### src/autr_pkg.sv
// Package for the asynchronous serial transceiver: register map, fields,
// reset values, timing counts, state codes and shared character functions.
// Assumes a 32-bit AXI4-Lite register bus and 16x line clocks.
package autr_pkg;

   localparam int REF_CLK_HZ = 100_000_000;
   localparam int MAX_BIT_RATE = 9600;
   localparam int OVERSAMPLE = 16;

   localparam logic [3:0] REG_CTRL = 4'h0;
   localparam logic [3:0] REG_TXDATA = 4'h4;
   localparam logic [3:0] REG_RXDATA = 4'h8;
   localparam logic [3:0] REG_STATUS = 4'hc;
   localparam logic [1:0] RESP_OKAY = 2'h0;
   localparam logic [1:0] RESP_SLVERR = 2'h2;

   // CTRL fields
   localparam int CTRL_WLEN_LSB = 0;
   localparam int CTRL_PINH_BIT = 2;
   localparam int CTRL_PSENSE_BIT = 3;
   localparam int CTRL_STOP_BIT = 4;
   localparam logic [1:0] WLEN_RST = 2'h3;
   localparam logic PINH_RST = 1'b1;
   localparam logic PSENSE_RST = 1'b0;
   localparam logic STOP_RST = 1'b0;

   // STATUS fields
   localparam int ST_AVAIL = 0;
   localparam int ST_OVR = 1;
   localparam int ST_PE = 2;
   localparam int ST_FE = 3;
   localparam int ST_TXE = 4;
   localparam int ST_DONE = 5;
   localparam logic [5:0] STATUS_RST = 6'h30;

   // Line clock ticks, counted from zero
   localparam logic [4:0] BIT_LAST = 5'h0f;
   localparam logic [4:0] HALF_LAST = 5'h07;
   localparam logic [4:0] STOP1_LAST = 5'h0f;
   localparam logic [4:0] STOP15_LAST = 5'h17;
   localparam logic [4:0] STOP2_LAST = 5'h1f;

   typedef enum logic [2:0] {
      TX_IDLE = 3'b000,
      TX_START = 3'b001,
      TX_DATA = 3'b010,
      TX_PAR = 3'b011,
      TX_STOP = 3'b100
   } autr_tx_st_t;

   typedef enum logic [2:0] {
      RX_HUNT = 3'b000,
      RX_START = 3'b001,
      RX_DATA = 3'b010,
      RX_PAR = 3'b011,
      RX_STOP = 3'b100
   } autr_rx_st_t;

   // Index of the last data bit: 5 to 8 bits per character
   function automatic logic [2:0] wordLast(input logic [1:0] sel);
      return 3'(3'd4 + {1'b0, sel});
   endfunction

   // Parity bit to send; sense high selects even
   function automatic logic charParity(input logic [7:0] d, input logic [1:0] sel,
                                       input logic sense);
      logic [7:0] mask;
      mask = 8'hff >> (2'd3 - sel);
      return sense ? ^(d & mask) : ~^(d & mask);
   endfunction

   function automatic logic [4:0] stopLast(input logic stopSel, input logic [1:0] sel);
      if (!stopSel) begin
         return STOP1_LAST;
      end
      return (sel == 2'h0) ? STOP15_LAST : STOP2_LAST;
   endfunction

endpackage

### src/autr_rx.sv
// Receive engine: start edge hunt, start bit check, centre sampling.
// Assumes rxClock and serialInLine synchronous to ref_clk, rxClock at 16x.
`timescale 1ns/100ps
module autr_rx import autr_pkg::*; (
   input wire logic ref_clk,
   input wire logic rst_b,
   input wire logic ce,
   input wire logic rxClock,
   input wire logic serialInLine,
   input wire logic [1:0] wordSel,
   input wire logic parInh,
   input wire logic parSense,
   output logic charValid,
   output logic [7:0] charData,
   output logic charParityErr,
   output logic charFrameErr
);

   typedef struct packed {
      autr_rx_st_t st;
      logic clkPrev;
      logic linePrev;
      logic [4:0] cnt;
      logic [2:0] bitIdx;
      logic [7:0] data;
      logic parBit;
      logic valid;
      logic [7:0] outData;
      logic outPe;
      logic outFe;
   } autr_rx_s_t;

   autr_rx_s_t s;
   autr_rx_s_t next_s;
   logic tick;
   logic bitEnd;

   always_comb begin
      next_s = s;
      tick = rxClock && !s.clkPrev;
      bitEnd = tick && (s.cnt == BIT_LAST);
      next_s.clkPrev = rxClock;
      next_s.linePrev = serialInLine;
      next_s.valid = 1'b0;
      if (tick) begin
         next_s.cnt = 5'(s.cnt + 5'd1);
      end
      unique case (s.st)
         RX_HUNT: begin
            if (s.linePrev && !serialInLine) begin
               next_s.st = RX_START;
               next_s.cnt = 5'h00;
            end
         end
         RX_START: begin
            if (serialInLine) begin
               next_s.st = RX_HUNT;
            end else if (tick && s.cnt == HALF_LAST) begin
               next_s.st = RX_DATA;
               next_s.cnt = 5'h00;
               next_s.bitIdx = 3'h0;
               next_s.data = 8'h00;
            end
         end
         RX_DATA: begin
            if (bitEnd) begin
               next_s.cnt = 5'h00;
               next_s.data[s.bitIdx] = serialInLine;
               if (s.bitIdx == wordLast(wordSel)) begin
                  next_s.st = parInh ? RX_STOP : RX_PAR;
               end else begin
                  next_s.bitIdx = 3'(s.bitIdx + 3'd1);
               end
            end
         end
         RX_PAR: begin
            if (bitEnd) begin
               next_s.cnt = 5'h00;
               next_s.parBit = serialInLine;
               next_s.st = RX_STOP;
            end
         end
         RX_STOP: begin
            if (bitEnd) begin
               next_s.st = RX_HUNT;
               next_s.valid = 1'b1;
               next_s.outData = s.data;
               next_s.outFe = !serialInLine;
               next_s.outPe = !parInh &&
                  (s.parBit != charParity(s.data, wordSel, parSense));
            end
         end
         default: next_s.st = RX_HUNT;
      endcase
   end

   always_ff @(posedge ref_clk or negedge rst_b) begin
      if (!rst_b) begin
         s <= '0;
         s.linePrev <= 1'b1;
      end else if (ce) begin
         s <= next_s;
      end
   end

   assign charValid = s.valid;
   assign charData = s.outData;
   assign charParityErr = s.outPe;
   assign charFrameErr = s.outFe;
endmodule

### src/autr_uart.sv
// Asynchronous serial transceiver with AXI4-Lite registers and tri-state pins.
// Assumes line clocks and serial input synchronous to ref_clk; ce freezes state.
//
// Added by the designer: the AXI4-Lite register port and the register offsets.
`timescale 1ns/100ps
module autr_uart import autr_pkg::*; #(
   parameter int ADDR_W = 6
) (
   input wire logic ref_clk,
   input wire logic rst_b,
   input wire logic ce,
   input wire logic [ADDR_W-1:0] s_axi_awaddr,
   input wire logic s_axi_awvalid,
   output logic s_axi_awready,
   input wire logic [31:0] s_axi_wdata,
   input wire logic [3:0] s_axi_wstrb,
   input wire logic s_axi_wvalid,
   output logic s_axi_wready,
   output logic [1:0] s_axi_bresp,
   output logic s_axi_bvalid,
   input wire logic s_axi_bready,
   input wire logic [ADDR_W-1:0] s_axi_araddr,
   input wire logic s_axi_arvalid,
   output logic s_axi_arready,
   output logic [31:0] s_axi_rdata,
   output logic [1:0] s_axi_rresp,
   output logic s_axi_rvalid,
   input wire logic s_axi_rready,
   input wire logic txClock,
   input wire logic rxClock,
   input wire logic serialInLine,
   output logic serialOutLine,
   output logic txBufferEmpty,
   output logic txCharDone,
   output logic dataAvailableFlag,
   input wire logic readDataEnableN,
   input wire logic statusOutputEnableN,
   output logic [7:0] rxDataBits,
   output logic rxDataOe,
   output logic [5:0] statusBits,
   output logic statusOe
);

   if (ADDR_W < 5 || REF_CLK_HZ < 2 * OVERSAMPLE * MAX_BIT_RATE) begin : g_check
      $error("autr_uart: ADDR_W below 5 or reference clock too slow");
   end

   typedef struct packed {
      logic awReady;
      logic awHeld;
      logic [ADDR_W-1:0] awAddr;
      logic wReady;
      logic wHeld;
      logic [31:0] wData;
      logic [3:0] wStrb;
      logic bValid;
      logic [1:0] bResp;
      logic arReady;
      logic rValid;
      logic [31:0] rData;
      logic [1:0] rResp;
      logic [1:0] wordSel;
      logic parInh;
      logic parSense;
      logic stopSel;
      autr_tx_st_t txState;
      logic txClkPrev;
      logic [4:0] txCnt;
      logic [2:0] txBit;
      logic [7:0] txShift;
      logic txPar;
      logic [7:0] hold;
      logic holdFull;
      logic txOut;
      logic txEmpty;
      logic txDone;
      logic dataAvail;
      logic overrun;
      logic parityErr;
      logic frameErr;
      logic [7:0] rxBuf;
      logic [7:0] rxDataBits;
      logic rxDataOe;
      logic [5:0] statusBits;
      logic statusOe;
   } autr_state_t;

   autr_state_t s;
   autr_state_t next_s;
   logic charValid;
   logic [7:0] charData;
   logic charParityErr;
   logic charFrameErr;
   logic txTick;
   logic bitEnd;
   logic startChar;
   logic loadNow;
   logic clearNow;
   logic ctrlNow;
   logic wrMapped;
   logic rdMapped;

   function automatic logic [5:0] packStatus(input autr_state_t x);
      logic [5:0] v;
      v = 6'h00;
      v[ST_AVAIL] = x.dataAvail;
      v[ST_OVR] = x.overrun;
      v[ST_PE] = x.parityErr;
      v[ST_FE] = x.frameErr;
      v[ST_TXE] = x.txEmpty;
      v[ST_DONE] = x.txDone;
      return v;
   endfunction

   function automatic logic [31:0] readMux(input autr_state_t x,
                                          input logic [ADDR_W-1:0] a);
      logic [31:0] r;
      r = 32'h0000_0000;
      unique case (a[3:0])
         REG_CTRL: begin
            r[CTRL_WLEN_LSB +: 2] = x.wordSel;
            r[CTRL_PINH_BIT] = x.parInh;
            r[CTRL_PSENSE_BIT] = x.parSense;
            r[CTRL_STOP_BIT] = x.stopSel;
         end
         REG_TXDATA: r[7:0] = x.hold;
         REG_RXDATA: r[7:0] = x.rxBuf;
         REG_STATUS: r[5:0] = packStatus(x);
         default: r = 32'h0000_0000;
      endcase
      return r;
   endfunction

   function automatic logic isMapped(input logic [ADDR_W-1:0] a);
      return (a >> 4) == '0 && a[1:0] == 2'h0;
   endfunction

   // Receive engine; full duplex with the transmitter below
   autr_rx u_rx (
      .ref_clk(ref_clk),
      .rst_b(rst_b),
      .ce(ce),
      .rxClock(rxClock),
      .serialInLine(serialInLine),
      .wordSel(s.wordSel),
      .parInh(s.parInh),
      .parSense(s.parSense),
      .charValid(charValid),
      .charData(charData),
      .charParityErr(charParityErr),
      .charFrameErr(charFrameErr)
   );

   always_comb begin
      next_s = s;
      loadNow = 1'b0;
      clearNow = 1'b0;
      ctrlNow = 1'b0;
      startChar = 1'b0;
      wrMapped = 1'b0;
      rdMapped = isMapped(s_axi_araddr);

      // Write channels, taken in either order
      if (s.bValid && s_axi_bready) begin
         next_s.bValid = 1'b0;
      end
      if (s.awReady && s_axi_awvalid) begin
         next_s.awHeld = 1'b1;
         next_s.awAddr = s_axi_awaddr;
      end
      if (s.wReady && s_axi_wvalid) begin
         next_s.wHeld = 1'b1;
         next_s.wData = s_axi_wdata;
         next_s.wStrb = s_axi_wstrb;
      end
      if (next_s.awHeld && next_s.wHeld && !next_s.bValid) begin
         wrMapped = isMapped(next_s.awAddr);
         next_s.awHeld = 1'b0;
         next_s.wHeld = 1'b0;
         next_s.bValid = 1'b1;
         next_s.bResp = wrMapped ? RESP_OKAY : RESP_SLVERR;
         if (wrMapped && next_s.wStrb[0]) begin
            ctrlNow = next_s.awAddr[3:0] == REG_CTRL;
            loadNow = next_s.awAddr[3:0] == REG_TXDATA;
            clearNow = next_s.awAddr[3:0] == REG_STATUS && next_s.wData[ST_AVAIL];
         end
      end
      next_s.awReady = !next_s.awHeld && !next_s.bValid;
      next_s.wReady = !next_s.wHeld && !next_s.bValid;

      // Read channels
      if (s.rValid && s_axi_rready) begin
         next_s.rValid = 1'b0;
      end
      if (s.arReady && s_axi_arvalid) begin
         next_s.rValid = 1'b1;
         next_s.rData = rdMapped ? readMux(s, s_axi_araddr) : 32'h0000_0000;
         next_s.rResp = rdMapped ? RESP_OKAY : RESP_SLVERR;
      end
      next_s.arReady = !next_s.rValid;

      // Format latch
      if (ctrlNow) begin
         next_s.wordSel = next_s.wData[CTRL_WLEN_LSB +: 2];
         next_s.parInh = next_s.wData[CTRL_PINH_BIT];
         next_s.parSense = next_s.wData[CTRL_PSENSE_BIT];
         next_s.stopSel = next_s.wData[CTRL_STOP_BIT];
      end

      // Transmitter, stepping on falling edges of the 16x clock
      txTick = !txClock && s.txClkPrev;
      bitEnd = txTick && s.txCnt == BIT_LAST;
      next_s.txClkPrev = txClock;
      if (txTick) begin
         next_s.txCnt = 5'(s.txCnt + 5'd1);
      end
      unique case (s.txState)
         TX_IDLE: begin
            startChar = txTick && s.holdFull;
         end
         TX_START: begin
            if (bitEnd) begin
               next_s.txState = TX_DATA;
               next_s.txCnt = 5'h00;
               next_s.txBit = 3'h0;
               next_s.txOut = s.txShift[0];
            end
         end
         TX_DATA: begin
            if (bitEnd) begin
               next_s.txCnt = 5'h00;
               if (s.txBit == wordLast(s.wordSel)) begin
                  next_s.txState = s.parInh ? TX_STOP : TX_PAR;
                  next_s.txOut = s.parInh ? 1'b1 : s.txPar;
               end else begin
                  next_s.txBit = 3'(s.txBit + 3'd1);
                  next_s.txOut = s.txShift[next_s.txBit];
               end
            end
         end
         TX_PAR: begin
            if (bitEnd) begin
               next_s.txCnt = 5'h00;
               next_s.txState = TX_STOP;
               next_s.txOut = 1'b1;
            end
         end
         TX_STOP: begin
            if (txTick && s.txCnt == stopLast(s.stopSel, s.wordSel)) begin
               if (s.holdFull) begin
                  startChar = 1'b1;
               end else begin
                  next_s.txState = TX_IDLE;
                  next_s.txDone = 1'b1;
               end
            end
         end
         default: next_s.txState = TX_IDLE;
      endcase
      if (startChar) begin
         next_s.txShift = s.hold;
         next_s.txPar = charParity(s.hold, s.wordSel, s.parSense);
         next_s.holdFull = 1'b0;
         next_s.txState = TX_START;
         next_s.txCnt = 5'h00;
         next_s.txOut = 1'b0;
         next_s.txDone = 1'b0;
      end
      if (loadNow) begin
         next_s.hold = next_s.wData[7:0];
         next_s.holdFull = 1'b1;
      end
      next_s.txEmpty = !next_s.holdFull;

      // Receive buffer; a new character wins over a clear
      if (clearNow) begin
         next_s.dataAvail = 1'b0;
      end
      if (charValid) begin
         next_s.overrun = s.dataAvail && !clearNow;
         next_s.dataAvail = 1'b1;
         next_s.rxBuf = charData;
         next_s.parityErr = charParityErr;
         next_s.frameErr = charFrameErr;
      end

      // Pin copies with their enables
      next_s.rxDataOe = !readDataEnableN;
      next_s.statusOe = !statusOutputEnableN;
      next_s.rxDataBits = next_s.rxBuf;
      next_s.statusBits = packStatus(next_s);
   end

   always_ff @(posedge ref_clk or negedge rst_b) begin
      if (!rst_b) begin
         s <= '0;
         s.awReady <= 1'b1;
         s.wReady <= 1'b1;
         s.arReady <= 1'b1;
         s.wordSel <= WLEN_RST;
         s.parInh <= PINH_RST;
         s.parSense <= PSENSE_RST;
         s.stopSel <= STOP_RST;
         s.txOut <= 1'b1;
         s.txEmpty <= 1'b1;
         s.txDone <= 1'b1;
         s.statusBits <= STATUS_RST;
      end else if (ce) begin
         s <= next_s;
      end
   end

   assign s_axi_awready = s.awReady;
   assign s_axi_wready = s.wReady;
   assign s_axi_bresp = s.bResp;
   assign s_axi_bvalid = s.bValid;
   assign s_axi_arready = s.arReady;
   assign s_axi_rdata = s.rData;
   assign s_axi_rresp = s.rResp;
   assign s_axi_rvalid = s.rValid;
   assign serialOutLine = s.txOut;
   assign txBufferEmpty = s.txEmpty;
   assign txCharDone = s.txDone;
   assign dataAvailableFlag = s.dataAvail;
   assign rxDataBits = s.rxDataBits;
   assign rxDataOe = s.rxDataOe;
   assign statusBits = s.statusBits;
   assign statusOe = s.statusOe;
endmodule

### config.mk
export PLATFORM = sky130hd
export DESIGN_NAME = autr_uart
export DESIGN_NICKNAME = d
export VERILOG_FILES = /design/src/autr_pkg.sv /design/src/autr_rx.sv /design/src/autr_uart.sv
export SDC_FILE = /design/constraint.sdc
export NUM_CORES = 1
export LEC_CHECK = 0
export BUFFER_PORTS_ARGS = -buffer_cell sky130_fd_sc_hd__buf_2
export CAP_MARGIN = 20
export CORE_ASPECT_RATIO = 0.9
export CORE_MARGIN = 2
export CORE_UTILIZATION = 56
export DETAILED_ROUTE_END_ITERATION = 6
export PLACE_DENSITY_LB_ADDON = 0.08
export RECOVER_POWER = 25
export SLEW_MARGIN = 20
export SYNTH_ARGS = -nofsm -noshare
export SYNTH_HDL_FRONTEND = slang
export SYNTH_SLANG_ARGS = --single-unit
### constraint.sdc
create_clock -name ref_clk -period 2.45 [get_ports ref_clk]
set_input_delay 0.735 -clock ref_clk [delete_from_list [all_inputs] [get_ports ref_clk]]
set_output_delay 0.735 -clock ref_clk [all_outputs]
set_load 0.05 [all_outputs]
; Word level (Yosys, flattened, before mapping)
; Index checks and enable logic that the tools add are counted.
[op_classes]
addsub = 6
order_cmp = 3
n_eq_ne = 39
n_shift = 1
muxes = 86
n_bitwise = 2
n_reduce_logical = 68
[ops]
columns = cell, n
row1 = $mux W3, 18
row2 = $mux W16, 3
row3 = $mux W5, 9
row4 = $pmux W5 S4, 2
row5 = $mux W37, 1
row6 = $mux W35, 1
row7 = $pmux W3 S5, 2
row8 = $mux W1, 29
row9 = $logic_and A1 B1 Y1, 24
row10 = $mux W8, 3
row11 = $mux W11, 2
row12 = $pmux W11 S2, 1
row13 = $ne A3 B3 Y1 const B, 6
row14 = $and A8 B8 Y8, 2
row15 = $reduce_xnor A8 Y1, 2
row16 = $reduce_xor A8 Y1, 2
row17 = $pmux W5 S3, 1
row18 = $reduce_and A5 Y1, 3
row19 = $reduce_and A2 Y1, 7
row20 = $logic_not A1 Y1, 13
row21 = $eq A3 B2 Y1 const B, 4
row22 = $eq A4 B4 Y1 const B, 3
row23 = $logic_not A6 Y1, 2
row24 = $mux W12, 1
row25 = 37 further kinds, 64
[word_totals]
regBits = 176
inputBits = 61
wordCells = 254

; Logic depth before layout (Yosys ltp)
[depth]
ltp_word = 11
depth_mapped = 9

; Hierarchy
; A second synthesis with hierarchy kept.
[unflattened]
hier_cells = 588
area_unflattened_um2 = 6505.0
[by_module_without_submodules]
columns = module, instances, cells_per_inst, area_each_um2, seq_area_each_um2
row1 = autr_uart, 1, 399, 4501.8, 2113.3
row2 = autr_rx, 1, 189, 2003.2, 827.0

; Worst setup path before layout
; No wires, ideal clock.
[synth_timing]
kind = in2reg
from = input port txClock
to = register s[41] in the netlist's numbering
setup_ns = 0.125
arrival_ns = 1.997
t_required_ns = 2.325
path_slack_ns = 0.328
stages = 6
n_path_buf = 1
cell_sequence = and2b_1 -> and4_1 -> a31oi_2 -> nor2_4 -> buf_6 -> mux2_4
[synth_via]
elab_chain_cells = 6
elab_cells_between_ends = 7
[synth_lines]
columns = element, line
row1 = from (decl), autr_uart.sv:29  ; input wire logic txClock,
row2 = $logic_not A1 Y1 (*), autr_uart.sv:211  ; txTick = !txClock && s.txClkPrev;
row3 = $logic_and A1 B1 Y1 (*), autr_uart.sv:211
row4 = $logic_and A1 B1 Y1, autr_uart.sv:249  ; if (txTick && s.txCnt == stopLast(s.stopSel, s.wordSel)) begin
row5 = $mux W1, autr_uart.sv:249
row6 = $pmux W1 S2 (*), autr_uart.sv:217  ; unique case (s.txState)
row7 = $reduce_and A2 Y1 (no source line) (*), n/a
row8 = to (signal assigned), autr_uart.sv:309  ; s <= next_s;
row9 = to (decl), autr_uart.sv:88  ; autr_state_t s;
; Mark *: on every way between the ends. The rest lies on a longest branch, timed or not.
; A chain may end at the register's enable or synchronous reset.

; Worst setup path in the final report
[layout_timing]
from = register u_rx.s[23] in the netlist's numbering
to = register u_rx.s[16] in the netlist's numbering
[layout_via]
elab_chain_cells = 4
elab_cells_between_ends = 7
[layout_lines]
columns = element, line
row1 = from (decl), autr_rx.sv:33  ; autr_rx_s_t s;
row2 = from (signal assigned), autr_rx.sv:102  ; s <= next_s;
row3 = $eq A5 B3 Y1 or $eq A5 B4 Y1 (tied branches), "autr_rx.sv:58, autr_rx.sv:41"
row4 = "$logic_and A1 B1 Y1, on equally long branches", "autr_rx.sv:58, autr_rx.sv:41"
row5 = $ne A2 B1 Y1 (no source line), n/a
row6 = $reduce_and A5 Y1 (no source line) (*), n/a
; Marked as above.

==> reports/qor.txt <==
IO buf count: 68
Slew headroom: -16.9%
layout cells sized above 1: 29.2%
CTS clk-pin slew, worst paths: 0.05 ns
# Post-CTS Setup Buffers: 0
register area share after synthesis: 46.1%
Longest Clk Path Bufs: 2
Die Ht: 105 um
cell count after synthesis: 605
fin nets: 726
antenna-violating nets left: 0
WP data arrival: 2.55 ns
violated checks: capacitance limit, slew limit
Finish-stage setup viols: 0
initial antenna violation count: 0
Worst Path Required: 2.76 ns
diode count: 0
Mapped Area: 6380 um^2
grt total ovfl: 0
core area: 10900 um^2
EDFF count, synth: 0
WL final: 13500 um
HPWL Detailed: 9570 um
Syn Area/Cell: 10.5 um^2
ys flop type: dfrtp_1
DRT iter0 DRCs: 254
Initial Util: 58.3%
# rows: 36
global router's overall resource usage: 23.3%
Worst Setup Path Type: register to register
first-pass GRT wire length: 21700 um
CTS H-tree depth: 4
Startpoint Class: register
CP max FO: 8
area delta synth->final: 12.8%
worst-margin pin slew: 1.75 ns
FMAX: 0.446 GHz
worst-case clock skew: 0.00674 ns
PostCTS Resize Cnt: 0
Final Hold Viols: 0
CTS tree: done
Post-CTS Hold Buffers: 0
Routed WL per cell: 16.4 um
Yosys reg bits: 117
asr flop ratio synth: 100%
Tcrit/Tclk final: 91.5%
largest net degree at the start of global routing: 45
io pins: 122
vias in the first global route: 4395
clk root buf: clkbuf_16
unrepaired setup endpoints after global routing: no
peak supply drop: 0.711 mV
DR vias/cell: 5.44
Num CTS Buffers: 17
via count: 4484
Critical Path End Type: register
Power, Total: 0.00659 W
drt pass-1 iters: 4
static leakage: 3.40 nW
Setup TNS: 0 ns
Synth cell types: 69
# DRC: 0
clock tree sinks: 117
class of the tightest hold or removal check: register to register
Die Area: 12300 um^2
crit path time final: 2.24 ns
Die X: 117 um
max_cap viols: 1
clk_lat worst skew: 0.41 ns
pwr/cell area: 915 nW/um^2
yosys warns: 0
Slew Limit Fails: 32
final RePlAce weighted congestion: 0.844
status: finished with violations
-- critical path: stages (launching register included) --
cell	delay, ns
dfrtp_1	0.40
ha_1	0.23
and3_1	0.19
ha_1	0.27
nand3b_1	0.26
nor2_4	0.09
o21ai_1	0.43
o21ai_0	0.19
o31ai_1	0.10
-- synthesized netlist by cell type, drive strengths merged (2+ instances only) --
cell    instances  area share [%]
o211ai          3            0.35
nor3            7            0.55
or2             3            0.29
nand4           3            0.39
a21oi          12            0.94
nand3          13             1.2
a22oi           5            0.59
o22ai           6            0.69
ha              6             1.2
a211oi          2            0.24
o21a            2            0.24
a41oi           3            0.41
dfrtp         107              42
xor2            7             1.1
and3            7            0.69
mux2i           6            0.94
nor4            4            0.49
clkbuf         13            0.76
nor2           21             1.5
inv            28             1.6
buf            62             7.1
nand2b          6            0.59
o41ai           2            0.27
or3b            2            0.31
and2            4            0.39
a311oi          4            0.55
o21ai          53             4.2
nand2          68             4.0
a21boi          2            0.24
mux4            7             2.5
a31oi           5            0.59
a21o            2            0.24
nor2b           6            0.59
nor3b           8             1.2
o31ai           5            0.59
mux2           59              11
xnor2          20             2.7
and4            3            0.41
nand3b          7            0.82
dfstp          10             4.1
-- per-stage QoR --
| stage | instances | setup slack (ns) | hold WS [ns] | instance area [um^2] | utilization, % |
|---|---|---|---|---|---|
| CTS | 824 | 0.216 | 0.267 | 7200 | 65.8 |
| global route | 824 | 0.0474 | 0.482 | 7200 | 65.7 |
| global placement | 792 | 0.109 | 0.458 | 6650 | 60.7 |
| detailed placement | 792 | 0.0934 | 0.460 | 6650 | 60.7 |
| floorplan | 630 | 0.328 | 0.439 | 6470 | - |
| finish | 824 | 0.209 | 0.475 | 7200 | 65.7 |
-- where the power goes --
group          switching, W  leakage, nW  internal, W
logic              0.000921         1.63     0.000698
clock network      0.000812        0.277      0.00147
registers          0.000361         1.50      0.00232
-- worst paths after layout --
path / end / depth (start not counted) / slack, ns / startpoint
setup / recovery: u_rx.s[16] / 8 / 0.21 / u_rx.s[23]
hold / removal: s_axi_rdata[2] / 2 / 0.48 / s_axi_rdata[2]
setup reg to reg: u_rx.s[16] / 8 / 0.21 / u_rx.s[23]
hold reg to reg: s_axi_rdata[2] / 2 / 0.48 / s_axi_rdata[2]
max in group asynchronous: s_axi_arready / 2 / 0.45 / rst_b
min in group asynchronous: s[59] / 1 / 0.78 / rst_b
-- logic make-up after synthesis --
kind of cell	after synthesis	share of synthesized area [%]
AND/OR/NAND/NOR	168	14.5
buffers and inverters	103	9.47
flip-flops	117	46.1
adder cells (fa/ha/maj)	6	1.18
other	1	0.0588
XOR/XNOR	27	3.82
AO/OA/AOI/OAI	111	10.8
multiplexers	72	14.1
-- layer usage --
layer	track usage [%]	wire, um	share of wire (%)
met2	35.8	6240	46
met5	0	0	0
met1	31.4	6220	46
met4	7.57	212	1.6
met3	7.36	812	6.0
-- state kept, by name, indices dropped and copies added, names as in the netlist --
name and cells:
u_rx.charValid 1, s_axi_bvalid 1, s_axi_arready 1, s_axi_rvalid 1
statusBits 5, s_axi_awready 1, s 52, serialOutLine 1
s_axi_wready 1, u_rx.charData 8, rxDataBits 8, s_axi_rdata 8
s_axi_bresp 1, s_axi_rresp 1, u_rx.charFrameErr 1, rxDataOe 1
txCharDone 1, statusOe 1, u_rx.charParityErr 1, u_rx.s 22
-- cell type report --
type | count | area [um^2]
fill | 890 | 3750
clock buffer | 29 | 541
multi-input combinational | 410 | 2930
inverter | 28 | 105
sequential | 117 | 2940
tap | 152 | 190
clock inverter | 3 | 15.0
timing repair buffer | 85 | 474
-- cell usage in the layout, fill, tap and decap left out, drive strengths merged, types with 4 or more instances in the layout --
cell	instances
nand3b	7
a21oi	12
o31ai	5
mux4	7
nand2b	6
nor2b	6
dfrtp	107
nor4	4
nor3b	8
nor2	21
a22oi	5
and2	4
a31oi	5
nor3	7
clkbuf	32
conb	26
nand3	13
dfstp	10
o22ai	6
a311oi	4
xor2	7
buf	82
mux2	59
and3	7
nand2	68
xnor2	20
ha	6
inv	28
o21ai	53
mux2i	6
No activity file was read; power rests on OpenSTA's default activity.
